### config.mk
export PLATFORM = sky130hd
export DESIGN_NAME = asm_alarm_status_mask
export DESIGN_NICKNAME = d
export VERILOG_FILES = /design/src/pkg/asm_pkg.sv /design/src/verilog/asm_flag_cell.sv /design/src/verilog/asm_alarm_status_mask.sv
export VERILOG_INCLUDE_DIRS = /design/src /design/src/pkg
export SDC_FILE = /design/constraint.sdc
export NUM_CORES = 1
export LEC_CHECK = 0
export ABC_CLOCK_PERIOD_IN_PS = 1100
export BUFFER_PORTS_ARGS = -buffer_cell sky130_fd_sc_hd__buf_2
export CELL_PAD_IN_SITES_DETAIL_PLACEMENT = 0
export CELL_PAD_IN_SITES_GLOBAL_PLACEMENT = 1
export CORE_ASPECT_RATIO = 0.75
export CORE_MARGIN = 3
export CORE_UTILIZATION = 39
export CTS_BUF_LIST = sky130_fd_sc_hd__clkbuf_8
export CTS_CLUSTER_DIAMETER = 40
export CTS_CLUSTER_SIZE = 30
export DETAILED_ROUTE_END_ITERATION = 12
export GPL_TIMING_DRIVEN = 0
export PLACE_DENSITY = 0.92
export SETUP_SLACK_MARGIN = 0.05
export SYNTH_ARGS = -nofsm -noshare
export SYNTH_HDL_FRONTEND = slang
export SYNTH_HIERARCHICAL = 1
export SYNTH_SLANG_ARGS = --single-unit
### constraint.sdc
create_clock -name CLK -period 1.1 [get_ports CLK]
set_input_delay 0.22 -clock CLK [delete_from_list [all_inputs] [get_ports CLK]]
set_output_delay 0.22 -clock CLK [all_outputs]
set_load 0.005 [all_outputs]
### src/pkg/asm_regs.svh
`ifndef ASM_REGS_SVH
`define ASM_REGS_SVH

// Register offsets on the configuration port
`define ASM_ALARM_OFS      12'h2c0
`define ASM_STATUS_OFS     12'h2c1
`define ASM_MASK_OFS       12'h2c2

// Field positions shared by status and mask
`define ASM_POS_PLL        4
`define ASM_POS_LINK       3
`define ASM_POS_REALIGN    2
`define ASM_POS_OSC        1
`define ASM_POS_DIV        0
`define ASM_RSVD_LO        5
`define ASM_RSVD_HI        7
`define ASM_NUM_ALARMS     5

// Reset values
`define ASM_STATUS_RESET   5'h1f
`define ASM_MASK_RESET     8'h1f
`define ASM_RSVD_RESET     3'h0

`endif

### src/pkg/asm_pkg.sv
package asm_pkg;

  // Alarm causes in status bit order, bit 4 down to bit 0
  typedef struct packed {
    logic pll_unlock;
    logic link_not_running;
    logic clock_realign;
    logic oscillator_fault;
    logic divider_mismatch;
  } asm_cause_t;

  typedef logic [7:0] asm_byte_t;

endpackage

### src/verilog/asm_flag_cell.sv
`timescale 1ns/1ps
`default_nettype none

// One sticky alarm flag; a set in the clear cycle wins
module asm_flag_cell #(
  parameter logic RESET_VAL = 1'b1
) (
  input  wire logic clk,
  input  wire logic rst_n,
  input  wire logic set,
  input  wire logic clr,
  output logic      flag
);

  logic flag_q;
  logic flag_d;

  // Cause has priority so no event is lost during a clear
  assign flag_d = set | (flag_q & ~clr);
  assign flag   = flag_q;

  always_ff @(posedge clk or negedge rst_n) begin
    if (!rst_n) begin
      flag_q <= RESET_VAL;
    end else begin
      flag_q <= flag_d;
    end
  end

endmodule

`default_nettype wire

### src/verilog/asm_alarm_status_mask.sv
`timescale 1ns/1ps
`default_nettype none
`include "asm_regs.svh"

// Overview of operation
// - PLL out of lock sets status bit 4
// - Writing one clears that status flag
// - Link enabled, not in data: bit 3
// - Clock realignment by SYSREF sets bit 2
// - Channel divider mismatch sets bit 0
// - Mask resets to all five bits set
// - Set mask bits 4,3,2,0 exclude alarms
// - Mask bit 1 excludes oscillator alarm
// - Summary bit reads one on unmasked alarm
// - Summary drives status pin when selected
module asm_alarm_status_mask #(
  parameter int DIV_W = 4
) (
  input  wire logic             CLK,
  input  wire logic             NRST,
  input  wire logic [11:0]      REG_ADDR,
  input  wire logic             REG_WR,
  input  wire logic             REG_RD,
  input  wire logic [7:0]       REG_WDATA,
  output logic      [7:0]       REG_RDATA,
  input  wire logic             PLL_LOCKED,
  input  wire logic             LINK_EN,
  input  wire logic             DATA_PHASE_STATE,
  input  wire logic             SYSREF_REALIGN,
  input  wire logic             OSC_FAULT,
  input  wire logic [DIV_W-1:0] DIV_PHASE_A,
  input  wire logic [DIV_W-1:0] DIV_PHASE_B,
  input  wire logic             STATUS_SEL,
  output logic                  ALARM_SUMMARY,
  output logic                  STATUS_OUT_PIN
);

  logic                        rst_meta_q;
  logic                        rst_n;
  asm_pkg::asm_cause_t         cause;
  logic [`ASM_NUM_ALARMS-1:0]  cause_vec;
  logic [`ASM_NUM_ALARMS-1:0]  clr_vec;
  logic [`ASM_NUM_ALARMS-1:0]  flags;
  logic [`ASM_NUM_ALARMS-1:0]  unmasked;
  asm_pkg::asm_byte_t          mask_q;
  logic [2:0]                  rsvd_q;
  logic                        wr_status;
  logic                        wr_mask;
  logic                        summary;
  logic                        alarm_q;
  logic                        pin_q;
  asm_pkg::asm_byte_t          rdata_q;
  asm_pkg::asm_byte_t          rdata_d;
  asm_pkg::asm_byte_t          status_rd;
  // Per-bit reset values, sliced per cell rather than shifted and truncated
  localparam logic [`ASM_NUM_ALARMS-1:0] status_rst_val = `ASM_STATUS_RESET;

  // Reset is released through two flops so all flops behind them leave reset together
  always_ff @(posedge CLK or negedge NRST) begin
    if (!NRST) begin
      rst_meta_q <= 1'b0;
      rst_n      <= 1'b0;
    end else begin
      rst_meta_q <= 1'b1;
      rst_n      <= rst_meta_q;
    end
  end

  // Alarm causes, sampled as levels every cycle
  assign cause.pll_unlock       = ~PLL_LOCKED;
  assign cause.link_not_running = LINK_EN & ~DATA_PHASE_STATE;
  assign cause.clock_realign    = SYSREF_REALIGN;
  assign cause.oscillator_fault = OSC_FAULT;
  assign cause.divider_mismatch = (DIV_PHASE_A != DIV_PHASE_B);
  assign cause_vec              = cause;

  // Register write decode
  assign wr_status = REG_WR & (REG_ADDR == `ASM_STATUS_OFS);
  assign wr_mask   = REG_WR & (REG_ADDR == `ASM_MASK_OFS);
  // Only ones clear; zeros leave flags alone
  assign clr_vec   = wr_status ? REG_WDATA[`ASM_NUM_ALARMS-1:0]
                               : '0;

  // One sticky cell per alarm bit
  genvar gi;
  generate
    for (gi = 0; gi < `ASM_NUM_ALARMS; gi++) begin : g_flag
      asm_flag_cell #(
        .RESET_VAL (status_rst_val[gi])
      ) u_flag (
        .clk   (CLK),
        .rst_n (rst_n),
        .set   (cause_vec[gi]),
        .clr   (clr_vec[gi]),
        .flag  (flags[gi])
      );
    end
  endgenerate

  // Mask gates each flag; bit 1 covers the oscillator alarm
  assign unmasked = flags & ~mask_q[`ASM_NUM_ALARMS-1:0];
  assign summary  = |unmasked;

  // Mask and reserved storage; reserved bits never reach the summary
  always_ff @(posedge CLK or negedge rst_n) begin
    if (!rst_n) begin
      mask_q <= `ASM_MASK_RESET;
      rsvd_q <= `ASM_RSVD_RESET;
    end else begin
      if (wr_mask) begin
        mask_q <= REG_WDATA;
      end
      if (wr_status) begin
        rsvd_q <= REG_WDATA[`ASM_RSVD_HI:`ASM_RSVD_LO];
      end
    end
  end

  // Read mux; unmapped addresses answer zero
  assign status_rd = {rsvd_q, flags};
  assign rdata_d   = (REG_ADDR == `ASM_ALARM_OFS)  ? {7'h00, summary} :
                     (REG_ADDR == `ASM_STATUS_OFS) ? status_rd :
                     (REG_ADDR == `ASM_MASK_OFS)   ? mask_q : 8'h00;

  // Registered read data and outputs; the pin is glitch-free this way
  always_ff @(posedge CLK or negedge rst_n) begin
    if (!rst_n) begin
      rdata_q <= 8'h00;
      alarm_q <= 1'b0;
      pin_q   <= 1'b0;
    end else begin
      if (REG_RD) begin
        rdata_q <= rdata_d;
      end
      alarm_q <= summary;
      pin_q   <= STATUS_SEL & summary;
    end
  end

  assign REG_RDATA      = rdata_q;
  assign ALARM_SUMMARY  = alarm_q;
  assign STATUS_OUT_PIN = pin_q;

  // Checks next to the logic they guard
  AST_PLL_SET: assert property (@(posedge CLK) disable iff (!rst_n)
    !PLL_LOCKED |=> flags[`ASM_POS_PLL])
    else $error("PLL unlock flag not set");

  AST_W1C_CLEAR: assert property (@(posedge CLK) disable iff (!rst_n)
    (wr_status && REG_WDATA[`ASM_POS_LINK] && !cause.link_not_running)
    |=> !flags[`ASM_POS_LINK])
    else $error("Write one did not clear link flag");

  AST_LINK_SET: assert property (@(posedge CLK) disable iff (!rst_n)
    (LINK_EN && !DATA_PHASE_STATE) |=> flags[`ASM_POS_LINK])
    else $error("Link flag not set");

  AST_REALIGN_SET: assert property (@(posedge CLK) disable iff (!rst_n)
    SYSREF_REALIGN |=> flags[`ASM_POS_REALIGN])
    else $error("Realign flag not set");

  AST_DIV_SET: assert property (@(posedge CLK) disable iff (!rst_n)
    (DIV_PHASE_A != DIV_PHASE_B) |=> flags[`ASM_POS_DIV])
    else $error("Divider mismatch flag not set");

  AST_MASK_RESET: assert property (@(posedge CLK) disable iff (!rst_n)
    $rose(rst_n) |-> (mask_q == `ASM_MASK_RESET))
    else $error("Mask not at reset value after reset");

  AST_ALL_MASKED: assert property (@(posedge CLK) disable iff (!rst_n)
    (mask_q[4:0] == 5'h1f) |=> !ALARM_SUMMARY)
    else $error("Summary set while all alarms masked");

  AST_OSC_MASKED: assert property (@(posedge CLK) disable iff (!rst_n)
    (mask_q[`ASM_POS_OSC] && ((flags & ~mask_q[4:0] & 5'h1d) == 5'h00))
    |=> !ALARM_SUMMARY)
    else $error("Masked oscillator alarm reached summary");

  AST_SUMMARY_READ: assert property (@(posedge CLK) disable iff (!rst_n)
    (REG_RD && REG_ADDR == `ASM_ALARM_OFS && (flags & ~mask_q[4:0]) != 0)
    |=> REG_RDATA == 8'h01)
    else $error("Summary read did not return one");

  AST_PIN_DRIVE: assert property (@(posedge CLK) disable iff (!rst_n)
    (STATUS_SEL && summary) |=> STATUS_OUT_PIN ##0 ALARM_SUMMARY)
    else $error("Status pin not driven by summary");

  AST_STICKY: assert property (@(posedge CLK) disable iff (!rst_n)
    (flags[`ASM_POS_PLL] && !(wr_status && REG_WDATA[`ASM_POS_PLL]))
    |=> flags[`ASM_POS_PLL])
    else $error("PLL flag dropped without a clear");

  AST_RSVD_READBACK: assert property (@(posedge CLK) disable iff (!rst_n)
    (wr_status ##1 (REG_RD && REG_ADDR == `ASM_STATUS_OFS && !REG_WR))
    |=> REG_RDATA[7:5] == $past(REG_WDATA[7:5], 2))
    else $error("Reserved status bits not read back");

  AST_W1C_DIV: assert property (@(posedge CLK) disable iff (!rst_n)
    (wr_status && REG_WDATA[`ASM_POS_DIV] && !cause.divider_mismatch)
    |=> !flags[`ASM_POS_DIV])
    else $error("Write one did not clear divider flag");

  AST_W1C_REALIGN: assert property (@(posedge CLK) disable iff (!rst_n)
    (wr_status && REG_WDATA[`ASM_POS_REALIGN] && !SYSREF_REALIGN)
    |=> !flags[`ASM_POS_REALIGN])
    else $error("Write one did not clear realign flag");

  AST_ZERO_KEEPS: assert property (@(posedge CLK) disable iff (!rst_n)
    (wr_status && !REG_WDATA[`ASM_POS_DIV] && flags[`ASM_POS_DIV])
    |=> flags[`ASM_POS_DIV])
    else $error("Write zero dropped divider flag");

  AST_SUMMARY_SET: assert property (@(posedge CLK) disable iff (!rst_n)
    ((flags & ~mask_q[`ASM_NUM_ALARMS-1:0]) != 5'h00) |=> ALARM_SUMMARY)
    else $error("Unmasked alarm missing from summary");

  AST_SUMMARY_CLEAR: assert property (@(posedge CLK) disable iff (!rst_n)
    ((flags & ~mask_q[`ASM_NUM_ALARMS-1:0]) == 5'h00) |=> !ALARM_SUMMARY)
    else $error("Summary set with no unmasked alarm");

  AST_PIN_OFF: assert property (@(posedge CLK) disable iff (!rst_n)
    !STATUS_SEL |=> !STATUS_OUT_PIN)
    else $error("Status pin driven while not selected");

  AST_MASK_WRITE: assert property (@(posedge CLK) disable iff (!rst_n)
    wr_mask |=> mask_q == $past(REG_WDATA))
    else $error("Mask write not stored");

  AST_RSVD_NO_EFFECT: assert property (@(posedge CLK) disable iff (!rst_n)
    (mask_q[`ASM_RSVD_HI:`ASM_RSVD_LO] != 3'h0 && mask_q[4:0] == 5'h1f)
    |=> !STATUS_OUT_PIN)
    else $error("Reserved mask bits reached the status pin");

endmodule

`default_nettype wire

== Yosys cells after proc, flatten, opt, wreduce, memory -nomap -nowiden ==
Index checks and enable logic that the tools add are counted.

* Register bits: 28
* Output and inout port bits: 10
* Logic and storage cells: 44

* Equal/unequal tests: 4
* Muxes and demuxes: 4
* Bitwise logic cells: 23
* Reduce and logical (&&, ||, !) cells: 1

{| class="wikitable"
|+ Operators with widths
! operator !! count
|-
| equality test 12 x 10 -> 1 bit, second input constant || 3
|-
| 2-to-1 mux 8 bit || 3
|-
| bitwise AND 1 bit || 9
|-
| NOT 1 bit || 7
|-
| bitwise AND 5 bit || 1
|-
| 2-to-1 mux 5 bit || 1
|-
| NOT 5 bit || 1
|-
| OR 1 bit || 5
|-
| OR reduction 5 bit || 1
|-
| != test 4 bit || 1
|}

== Logic depth before layout (Yosys ltp) ==
Gate-level depths: netlist (run 1).

* Depth after elaboration: 6
* Depth in mapped cells: 7
* Gate-level depth less buffers: 6

== Hierarchy ==
The synthesis (run 1) kept the hierarchy.

{| class="wikitable"
|+ By module, submodules not included
! module !! times used !! cells each !! area each (um^2) !! sequential area each (um^2)
|-
| asm_alarm_status_mask || 1 || 95 || 1148.6 || 581.8
|-
| asm_flag_cell || 5 || 3 || 37.5 || 26.3
|}

== Worst setup path after synthesis (run 1) ==
Ideal clock, no wire load.

* Path type: input port to flip-flop
* From: input port REG_ADDR[3]
* To: register mask_q[5]
* Arrival time: 1.301 ns
* Required time: 0.975 ns
* Path slack: -0.326 ns
* Stages: 5
* Path buffers: 1
* Path through: nor4b_2 > and3_2 > and4_4 > buf_12 > mux2_4

* Word-level cells in the longest chain between the ends: 2

{| class="wikitable"
|+ Ends and longest elaborated chain
! element !! RTL line !! text
|-
| start: declaration || asm_alarm_status_mask.sv:21 || <nowiki>input wire logic [11:0] REG_ADDR,</nowiki>
|-
| equality test 12 x 10 -> 1 bit (no source line) || -- ||
|-
| bitwise AND 1 bit || asm_alarm_status_mask.sv:79 || <nowiki>assign wr_mask = REG_WR & (REG_ADDR == `ASM_MASK_OFS);</nowiki>
|-
| end signal: assignment || asm_alarm_status_mask.sv:107 || <nowiki>mask_q <= `ASM_MASK_RESET;</nowiki>
|-
| end: declaration || asm_alarm_status_mask.sv:45 || <nowiki>asm_pkg::asm_byte_t mask_q;</nowiki>
|}

No other way between the ends.
A chain may end at the register's enable or synchronous reset.

== Worst setup path in the final report (run 1) ==
* From: input port REG_ADDR[2]
* To: register mask_q[6]

Same word-level chain as after synthesis.

==> run summary, run 1 <==
WS Path Type -> input pin to register
Post-Syn Area -> 1340 um2
Pleak -> 0.874 nW
Fillers -> 275
Register area share after synthesis -> 53.4%
Ys Warns -> 6
Antenna viol nets, final -> 0
Worst-path clk slew -> 0.10 ns
Final wirelength -> 3100 um
Starting Density -> 43.0%
Yosys top cell by area -> dfrtp_1
Die Wd -> 73.6 um
CTS H-tree lvls -> 1
Synthesized Nets -> 148
Count leader, synth -> inv_1
Clk_lat worst skew -> 0.28 ns
Total Power -> 0.00203 W
Total CTS buffers -> 3
PwrDens -> 1110 nW/um2
Reg area -> 714 um2
Top post-synthesis cells by count -> 19 x inv_1, 18 x dfrtp_1, 10 x dfstp_2
Synth top area share -> 33.7%
I/O pin cnt -> 48
Total grt overflow -> 0
WP data arrival -> 1.43 ns
Nature of the critical path endpoint -> register
Max Cap Viol -> 0
Post-synth ARST share -> 100%
DRC -> 0
Number of global-route vias before repair -> 1,059
Multi-input gate area -> 598 um2
Average wire per standard cell -> 15.2 um
CTS Root Cell -> clkbuf_8
Worst Tran Pin Value -> 0.567 ns
Worst Hold Class -> input pin to register
Worst endpoint required time -> 1.26 ns
ANT cells -> 0
Fin crit period -> 1.27 ns
Final Cell Area -> 1830 um2
Final GP Congestion -> 0.756
Vias per cell -> 5.01
Synth Area in Simple Gates -> 11.6%
Slew HR -> 62.2%
Count of final hold-check violations -> 0
Yosys cell types -> 30
Post-synth EDFFs -> 0
Cells after synthesis -> 110
Total negative setup slack -> -2.37 ns
Synth Area in Compound Gates -> 12.5%
Hpwl dp -> 2230 um
Fin nets -> 205
Largest net degree at the start of global routing -> 27
Fin crit share -> 115%
Initial antenna violation count -> 0
Xor/xnor cell area share of the yosys netlist -> 2.62%
Status -> finished with violations
Largest family of logic cells by synthesized area -> compound AO/OA/AOI/OAI gates
Achievable Freq -> 0.788 GHz
Core area -> 3110 um2
Final setup fails -> 19
Setup ws final -> -0.169 ns
Initial DRC count -> 50
# rows -> 17
Crit-path max FO -> 8
Proportion of synthesized area in mux cells -> 11.5%
Pins over their slew limit -> 0
Pre-antenna DRT Iters -> 4
Mapped Avg Cell Area -> 12.1 um2
CTS sink cnt -> 28
Vias -> 1,022
Failing checks -> negative setup slack
Peak ir drop on the vdd network -> 0.000730 V
Post-synthesis register bit count -> 28
Die Y -> 56.7 um
Number of I/O port buffers -> 46
CTS max path bufs -> 2
Syn-to-layout area delta -> 37.2%
Placement-stage cell area -> 1660 um2
CTS tree -> built
Adder-cell area share of the yosys netlist -> 0%
CP Launch Type -> input pin
Share of post-route cells with drive strength above 1 -> 61.4%
Clk_skew -> 0.00792 ns
RSZ-0062 raised after global routing -> true
Die area -> 4170 um2
Hold slack final -> 0.117 ns
Area contributors post-synth -> dfrtp_1 34%, dfstp_2 20%, mux2_4 9.0%
Tot GR Track Use -> 15.6%
Synth Flop Type -> dfrtp_1
First-pass GRT wire length -> 4950 um
## cell type report
cell class                      instances  share of cell area, %
Buffer                                  4                   2.18
Clock buffer                            3                   2.25
Clock inverter                          1                   1.64
Inverter                               19                   3.89
Multi-Input combinational cell         59                   32.6
Sequential cell                        28                   39.0
Tap cell                               38                   2.59
Timing Repair Buffer                   52                   15.8
## flip-flops by register name, summed over array words and instances, names as in the netlist
register / flops
REG_RDATA: 8
ALARM_SUMMARY: 1
rst_meta_q: 1
rsvd_q: 3
mask_q: 8
g_flag.u_flag/flag: 5
rst_n: 1
STATUS_OUT_PIN: 1
## metal layers
layer,track usage (%),vias up,wire length [um]
met2,25.8,28,1590
met1,19.5,493,1290
met5,0,-,0
met4,4.91,0,34
li1,-,495,-
met3,4.11,6,182
## report_power, final
group	switching [W]	internal (W)	total, W
clock network	0.000324	0.000488	0.000812
logic	0.0000718	0.0000884	0.000160
registers	0.0000202	0.00104	0.00106
total	0.000416	0.00161	0.00203
## worst max-delay path, cell delays in order
cell     delay (ns)
buf_6          0.09
nor4b_4        0.25
and3_4         0.21
and4_4         0.21
buf_12         0.14
mux2_4         0.30
## through the flow
step	util (%)	cells	setup WS, ns
finish	59.0	204	-0.169
CTS	57.4	201	-0.166
global route	59.0	204	-0.218
floorplan	-	110	-0.317
global placement	53.4	194	-0.466
detailed placement	53.4	194	-0.490
## cell families (layout without fill, tap and decap cells)
logic type	count (synthesis)	count (layout)
compound gates	24	24
xor+xnor	4	4
buf+inv	23	79
flops	28	28
mux	11	11
other cells	1	1
simple gates	19	19
## repair_timing
action,CTS,global route
endpoints found under the hold margin,2,0
endpoints found under the setup margin,35,30
hold buffers,1,0
pin swaps,4,3
setup buffers,2,3
resized for setup,6,11
## cell usage in the layout (no fill, tap or decap), types with 3 or more instances in the layout
| cell type | netlist | final |
|---|---|---|
| o22ai_2 | 0 | 3 |
| inv_2 | 0 | 4 |
| dfstp_2 | 10 | 10 |
| xnor2_1 | 4 | 4 |
| buf_4 | 1 | 5 |
| mux2_4 | 8 | 11 |
| inv_1 | 19 | 15 |
| dfrtp_1 | 18 | 17 |
| a21o_1 | 5 | 5 |
| o22ai_1 | 8 | 5 |
| buf_6 | 0 | 3 |
| buf_2 | 1 | 45 |
| clkbuf_8 | 0 | 3 |
| a22oi_1 | 7 | 7 |
| and2_4 | 0 | 5 |
## worst paths after layout
path,from,to,slack [ns],cells past startpoint
setup / recovery,REG_ADDR[2],mask_q[6],-0.17,6
hold / removal,SYSREF_REALIGN,g_flag[2].u_flag/flag,0.12,2
setup reg to reg,mask_q[4],STATUS_OUT_PIN,-0.13,4
hold reg to reg,rst_n,REG_RDATA[2],0.27,0
max in group asynchronous,rst_n,mask_q[0],0.44,0
min in group asynchronous,NRST,rst_n,0.23,2
Power figures use the tool's default switching activity.
==> inputs of run 2 (changes only) <==
CORE_MARGIN = not set   (was 3)
==> run summary, run 2 (synthesized netlist as in run 1, its figures left out) <==
Fin crit period -> 1.29 ns (was 1.27 ns)
Tot GR Track Use -> 17.4% (was 15.6%)
Core area -> 3290 um2 (was 3110 um2)
Fin nets -> 203 (was 205)
CTS sink cnt -> 28 (unchanged)
Total grt overflow -> 0 (unchanged)
Finished Core Util -> 54.9% (was 59.0%)
Crit-path max FO -> 8 (unchanged)
Total negative setup slack -> -2.74 ns (was -2.37 ns)
Worst Hold Class -> input pin to register (unchanged)
Worst-path clk slew -> 0.10 ns (about the same)
Vias -> 1,018 (was 1,022)
Largest net degree at the start of global routing -> 27 (unchanged)
Count of final hold-check violations -> 0 (unchanged)
Starting Density -> 40.6% (was 43.0%)
CTS max path bufs -> 2 (unchanged)
CTS H-tree lvls -> 1 (unchanged)
Initial antenna violation count -> 0 (unchanged)
Initial DRC count -> 40 (was 50)
RSZ-0062 raised after global routing -> true (unchanged)
Pleak -> 0.858 nW (was 0.874 nW)
Syn-to-layout area delta -> 35.1% (was 37.2%)
DRC -> 0 (unchanged)
Share of post-route cells with drive strength above 1 -> 59.1% (was 61.4%)
Most common cell after layout, fill and taps aside -> buf_2 (unchanged)
Most frequent cells in the layout -> 45 x buf_2, 17 x dfrtp_1, 15 x inv_1, 11 x mux2_4, 10 x dfstp_2 (unchanged)
Failing checks -> negative setup slack (unchanged)
Die Wd -> 69.6 um (was 73.6 um)
Achievable Freq -> 0.778 GHz (was 0.788 GHz)
I/O pin cnt -> 48 (unchanged)
Setup ws final -> -0.186 ns (was -0.169 ns)
CTS tree -> built (unchanged)
Fin crit share -> 117% (was 115%)
Worst endpoint required time -> 1.27 ns (was 1.26 ns)
Die area -> 3670 um2 (was 4170 um2)
Nature of the critical path endpoint -> register (unchanged)
Slew HR -> 63.0% (was 62.2%)
Total CTS buffers -> 3 (unchanged)
CTS Root Cell -> clkbuf_8 (unchanged)
Final wirelength -> 3040 um (was 3100 um)
Final setup fails -> 19 (unchanged)
Number of I/O port buffers -> 46 (unchanged)
Status -> finished with violations (unchanged)
Min-delay src -> SYSREF_REALIGN (unchanged)
Hpwl dp -> 2190 um (was 2230 um)
Final GP Congestion -> 0.786 (was 0.756)
CP Launch Type -> input pin (unchanged)
Pins over their slew limit -> 0 (unchanged)
PwrDens -> 1130 nW/um2 (was 1110 nW/um2)
Pre-antenna DRT Iters -> 4 (unchanged)
Peak ir drop on the vdd network -> 0.000861 V (was 0.000730 V)
Clk_skew -> 0.00318 ns (was 0.00792 ns)
Vias per cell -> 4.99 (was 5.01)
Average wire per standard cell -> 14.9 um (was 15.2 um)
Die Y -> 52.7 um (was 56.7 um)
Clk_lat worst skew -> 0.28 ns (about the same)
First-pass GRT wire length -> 4690 um (was 4950 um)
Worst reg2reg startpoint -> mask_q[4] (unchanged)
Number of global-route vias before repair -> 1,028 (was 1,059)
WP data arrival -> 1.46 ns (was 1.43 ns)
CP startpoint -> REG_ADDR[8] (was REG_ADDR[2])
Max Cap Viol -> 0 (unchanged)
ANT cells -> 0 (unchanged)
Antenna viol nets, final -> 0 (unchanged)
# rows -> 18 (was 17)
Worst Tran Pin Value -> 0.554 ns (was 0.567 ns)
WS Path Type -> input pin to register (unchanged)
[run 2: layout make-up]
type / instances / area, um2
fill: 292 / 1480
buffer: 4 / 40.0
sequential: 28 / 714
clock inverter: 1 / 30.0
timing repair buffer: 50 / 275
clock buffer: 3 / 41.3
tap: 40 / 50.0
inverter: 19 / 71.3
multi-input combinational: 59 / 583
[run 2: through the flow]
step	hold WS [ns]	total power [W]	cells	cell area (um2)	setup slack (ns)
6_report	0.111	0.00204	204	1810	-0.186
5_1_grt	0.0985	0.00211	204	1810	-0.237
4_1_cts	0.107	0.00205	203	1790	-0.202
3_5_place_dp	0.0105	0.00122	196	1660	-0.522
3_3_place_gp	0.00503	0.00121	196	1660	-0.467
2_1_floorplan	-0.0756	0.00112	110	1380	-0.317
[run 2: metal layers]
layer / vias up / wire (um) / track usage, %
li1: 486 / - / -
met2: 27 / 1660 / 32.5
met1: 498 / 1190 / 19.0
met3: 7 / 141 / 5.00
met4: 0 / 40 / 6.46
met5: - / 0 / 0
[run 2: worst paths after layout]
kind                       cells past startpoint                     to  slack (ns)
hold reg to reg                                0           REG_RDATA[2]        0.27
setup reg to reg                               4           REG_RDATA[0]       -0.17
hold / removal                                 2  g_flag[2].u_flag/flag        0.11
min in group asynchronous                      2                  rst_n        0.24
max in group asynchronous                      0  g_flag[3].u_flag/flag        0.46
setup / recovery                               6              mask_q[7]       -0.19
[run 2: worst max-delay path, cell delays in order]
cell,delay (ns)
buf_6,0.10
nor4b_4,0.26
and3_4,0.22
and4_4,0.21
buf_12,0.14
mux2_4,0.30
[run 2: where the power goes]
| group | leakage (nW) | internal, W | switching [W] | total, W |
|---|---|---|---|---|
| Combinational | 0.480 | 0.0000864 | 0.0000689 | 0.000155 |
| Sequential | 0.342 | 0.00104 | 0.0000196 | 0.00106 |
| Clock | 0.0357 | 0.000488 | 0.000339 | 0.000827 |
[run 2: timing repair]
item / 4_1_cts / 5_1_grt
gates resized for setup: 7 / 7
hold buffers: 1 / 0
setup buffers: 2 / 1
endpoints found under the hold margin: 2 / 0
endpoints found under the setup margin: 35 / 31
pin swaps: 2 / 1
==> inputs of run 3 (changes only) <==
ABC_AREA = 1   (was not set)
CORE_UTILIZATION = 37   (was 39)
==> run summary, run 3 <==
Status -> finished with violations (unchanged)
Failing checks -> negative setup slack (unchanged)
Worst slack at placement -> -0.324 ns (was -0.522 ns)
Clk_skew -> 0.00572 ns (was 0.00318 ns)
DRC -> 0 (unchanged)
Synth top area share -> 29.7% (was 33.7%)
Multi-input gate area -> 707 um2 (was 583 um2)
Fillers -> 357 (was 292)
Syn-to-layout area delta -> 38.7% (was 35.1%)
Vias -> 1,301 (was 1,018)
Yosys cell types -> 22 (was 30)
Reg-to-reg endpoint -> REG_RDATA[0] (unchanged)
Post-synth EDFFs -> 0 (unchanged)
Worst endpoint required time -> 1.28 ns (was 1.27 ns)
FF-to-FF path depth -> 9 (was 4)
Fin nets -> 298 (was 203)
Number of I/O port buffers -> 47 (was 46)
Placed Cells -> 291 (was 196)
Reg power frac -> 51.9% (about the same)
CTS max path bufs -> 2 (unchanged)
Cell Int Power -> 0.00161 W (about the same)
Max Cap Viol -> 0 (unchanged)
Critical path's slowest cell -> dfstp_2 (was mux2_4)
CTS H-tree lvls -> 1 (unchanged)
Min-delay src -> OSC_FAULT (was SYSREF_REALIGN)
Pins over their slew limit -> 0 (unchanged)
Reg area -> 713 um2 (was 714 um2)
CTS sink cnt -> 28 (unchanged)
Hpwl dp -> 2130 um (was 2190 um)
Count of final hold-check violations -> 0 (unchanged)
RSZ-0062 raised after global routing -> true (unchanged)
Number of global-route vias before repair -> 1,161 (was 1,028)
Most common cell after layout, fill and taps aside -> nand2_1 (was buf_2)
CP Launch Type -> register (was input pin)
Pleak -> 1.22 nW (was 0.858 nW)
CTS Root Cell -> clkbuf_8 (unchanged)
ANT cells -> 0 (unchanged)
Share of post-route cells with drive strength above 1 -> 47.5% (was 59.1%)
Core area -> 3780 um2 (was 3290 um2)
Final setup fails -> 2 (was 19)
# rows -> 19 (was 18)
Synthesized Nets -> 230 (was 148)
Switching share of power -> 21.0% (was 20.9%)
Worst Hold Class -> input pin to register (unchanged)
Final GP Congestion -> 0.804 (was 0.786)
WP data arrival -> 1.38 ns (was 1.46 ns)
Vias per cell -> 4.18 (was 4.99)
Worst-path clk slew -> 0.10 ns (about the same)
Pre-antenna DRT Iters -> 4 (unchanged)
Clk_lat worst skew -> 0.28 ns (about the same)
Starting Density -> 40.2% (was 40.6%)
Post-synth ARST share -> 100% (unchanged)
Layout Cells excl Fill -> 311 (was 204)
Area contributors post-synth -> dfrtp_1 30%, nand2_1 18%, dfstp_2 17% (was dfrtp_1 34%, dfstp_2 20%, mux2_4 9.0%)
Fin crit share -> 109% (was 117%)
Hold Path End -> g_flag[1].u_flag/flag (was g_flag[2].u_flag/flag)
Critical path, cell by cell -> inv_1 > nand2_1 > nand2_1 > nor2_2 > nand2_1 > nor2_1 > nor2_1 > nand2_1 > nand2_1 (was buf_6 > nor4b_4 > and3_4 > and4_4 > buf_12 > mux2_4)
Yosys top cell by area -> dfrtp_1 (unchanged)
Die Y -> 57.5 um (was 52.7 um)
Tot GR Track Use -> 15.7% (was 17.4%)
Setup ws final -> -0.104 ns (was -0.186 ns)
Worst Tran Pin Value -> 1.02 ns (was 0.554 ns)
Average wire per standard cell -> 10.0 um (was 14.9 um)
Initial DRC count -> 28 (was 40)
Logic pwr share -> 8.4% (was 7.6%)
Initial antenna violation count -> 0 (unchanged)
Worst R2R Setup Slack -> -0.10 ns (was -0.17 ns)
Slew HR -> 31.9% (was 63.0%)
Post-Syn Area -> 1520 um2 (was 1340 um2)
Achievable Freq -> 0.831 GHz (was 0.778 GHz)
CTS tree -> built (unchanged)
Ys Warns -> 6 (unchanged)
Worst reg2reg startpoint -> mask_q[1] (was mask_q[4])
Peak ir drop on the vdd network -> 0.000579 V (was 0.000861 V)
Fin crit period -> 1.20 ns (was 1.29 ns)
Placement-stage cell area -> 1830 um2 (was 1660 um2)
First-pass GRT wire length -> 5390 um (was 4690 um)
Clock power share -> 39.7% (was 40.5%)
Net Switching -> 0.000428 W (was 0.000427 W)
Final wirelength -> 3110 um (was 3040 um)
Total grt overflow -> 0 (unchanged)
Mapped Avg Cell Area -> 7.90 um2 (was 12.1 um2)
Cells after synthesis -> 192 (was 110)
Worst hold stages -> 3 (was 2)
Count leader, synth -> nand2_1 (was inv_1)
Largest net degree at the start of global routing -> 27 (unchanged)
Synth Flop Type -> dfrtp_1 (unchanged)
Most frequent cells in the layout -> 65 x nand2_1, 46 x buf_2, 31 x inv_1, 18 x dfrtp_1, 13 x nand2_2 (was 45 x buf_2, 17 x dfrtp_1, 15 x inv_1, 11 x mux2_4, 10 x dfstp_2)
Crit-path max FO -> 2 (was 8)
Antenna viol nets, final -> 0 (unchanged)
Register area share after synthesis -> 47.0% (was 53.4%)
CP max stage delay -> 0.54 ns (was 0.30 ns)
I/O pin cnt -> 48 (unchanged)
Top cell by count, worst path -> nand2_1
Finished Core Util -> 55.7% (was 54.9%)
PwrDens -> 968 nW/um2 (was 1130 nW/um2)
Die Wd -> 76.0 um (was 69.6 um)
WS Path Type -> register to register (was input pin to register)
Nature of the critical path endpoint -> register (unchanged)
Die area -> 4360 um2 (was 3670 um2)
Total CTS buffers -> 3 (unchanged)
Post-synthesis register bit count -> 28 (unchanged)
Top post-synthesis cells by count -> 74 x nand2_1, 35 x inv_1, 18 x dfrtp_1 (was 19 x inv_1, 18 x dfrtp_1, 10 x dfstp_2)
Final Cell Area -> 2110 um2 (was 1810 um2)
-- run 3: timing repair --
action | in CTS | in global routing
cloned | 1 | 0
setup endpoints to repair | 24 | 54
setup buffers | 6 | 9
pin swaps | 9 | 16
resized for setup | 8 | 18
hold endpoints to repair | 2 | 0
hold buffers | 1 | 0
-- run 3: cells by family after synthesis --
logic type,synth area share [%]
xor gates and xnor gates,2.31
other,0.247
and+or+nand+nor,32.6
AOI/OAI and AO/OA,7.50
buffers and inverters,10.4
DFF,47.0
-- run 3: critical path: cells and delay by family, from the launching register on --
family / cells / cell delay, ns
flops: 1 / 0.54
simple gates: 8 / 0.52
buf+inv: 1 / 0.04
-- run 3: cell type report --
type                            instances  share of cell area (%)
Clock inverter                          1                    1.43
Sequential cell                        28                    33.9
Timing Repair Buffer                   63                    18.2
Clock buffer                            3                    1.96
Tap cell                               52                    3.09
Inverter                               36                    6.42
Buffer                                  2                    1.43
Multi-Input combinational cell        126                    33.6
-- run 3: power by group through the flow --
stage / Sequential, W / Combinational (W) / Clock [W]
floorplan: 0.00107 / 0.0000736 / 0
global placement: 0.00108 / 0.000158 / 0
detailed placement: 0.00108 / 0.000161 / 0
CTS: 0.00106 / 0.000170 / 0.000823
global route: 0.00106 / 0.000194 / 0.000850
finish: 0.00106 / 0.000172 / 0.000809
-- run 3: metal layers --
metal / vias up / share of wire (%) / track usage (%) / wire length (um)
li1: 700 / - / - / -
met4: 0 / 1.2 / 3.30 / 37
met5: - / 0 / 0 / 0
met3: 7 / 4.5 / 3.84 / 141
met1: 565 / 50 / 21.7 / 1540
met2: 29 / 45 / 25.5 / 1390
-- run 3: worst max path at each step --
| stage | slack, ns | endpoint | startpoint | cells past startpoint |
|---|---|---|---|---|
| after global routing | -0.18 | REG_RDATA[0] | mask_q[2] | 9 |
| after CTS | -0.12 | REG_RDATA[0] | mask_q[1] | 9 |
| final | -0.10 | REG_RDATA[0] | mask_q[1] | 9 |
| after global placement | -0.32 | g_flag[1].u_flag/flag | REG_ADDR[5] | 11 |
| after detailed placement | -0.32 | g_flag[1].u_flag/flag | REG_ADDR[5] | 11 |
| after floorplan | -0.08 | g_flag[1].u_flag/flag | REG_ADDR[5] | 10 |
-- run 3: through the flow --
step                      hold WS (ns)  power [W]  TNS [ns]
final                            0.110    0.00204    -0.110
after global placement         0.00606    0.00124     -4.85
after CTS                        0.112    0.00205    -0.153
after floorplan                -0.0756    0.00115    -0.402
after detailed placement       0.00723    0.00124     -4.81
after global routing             0.118    0.00211     -2.87
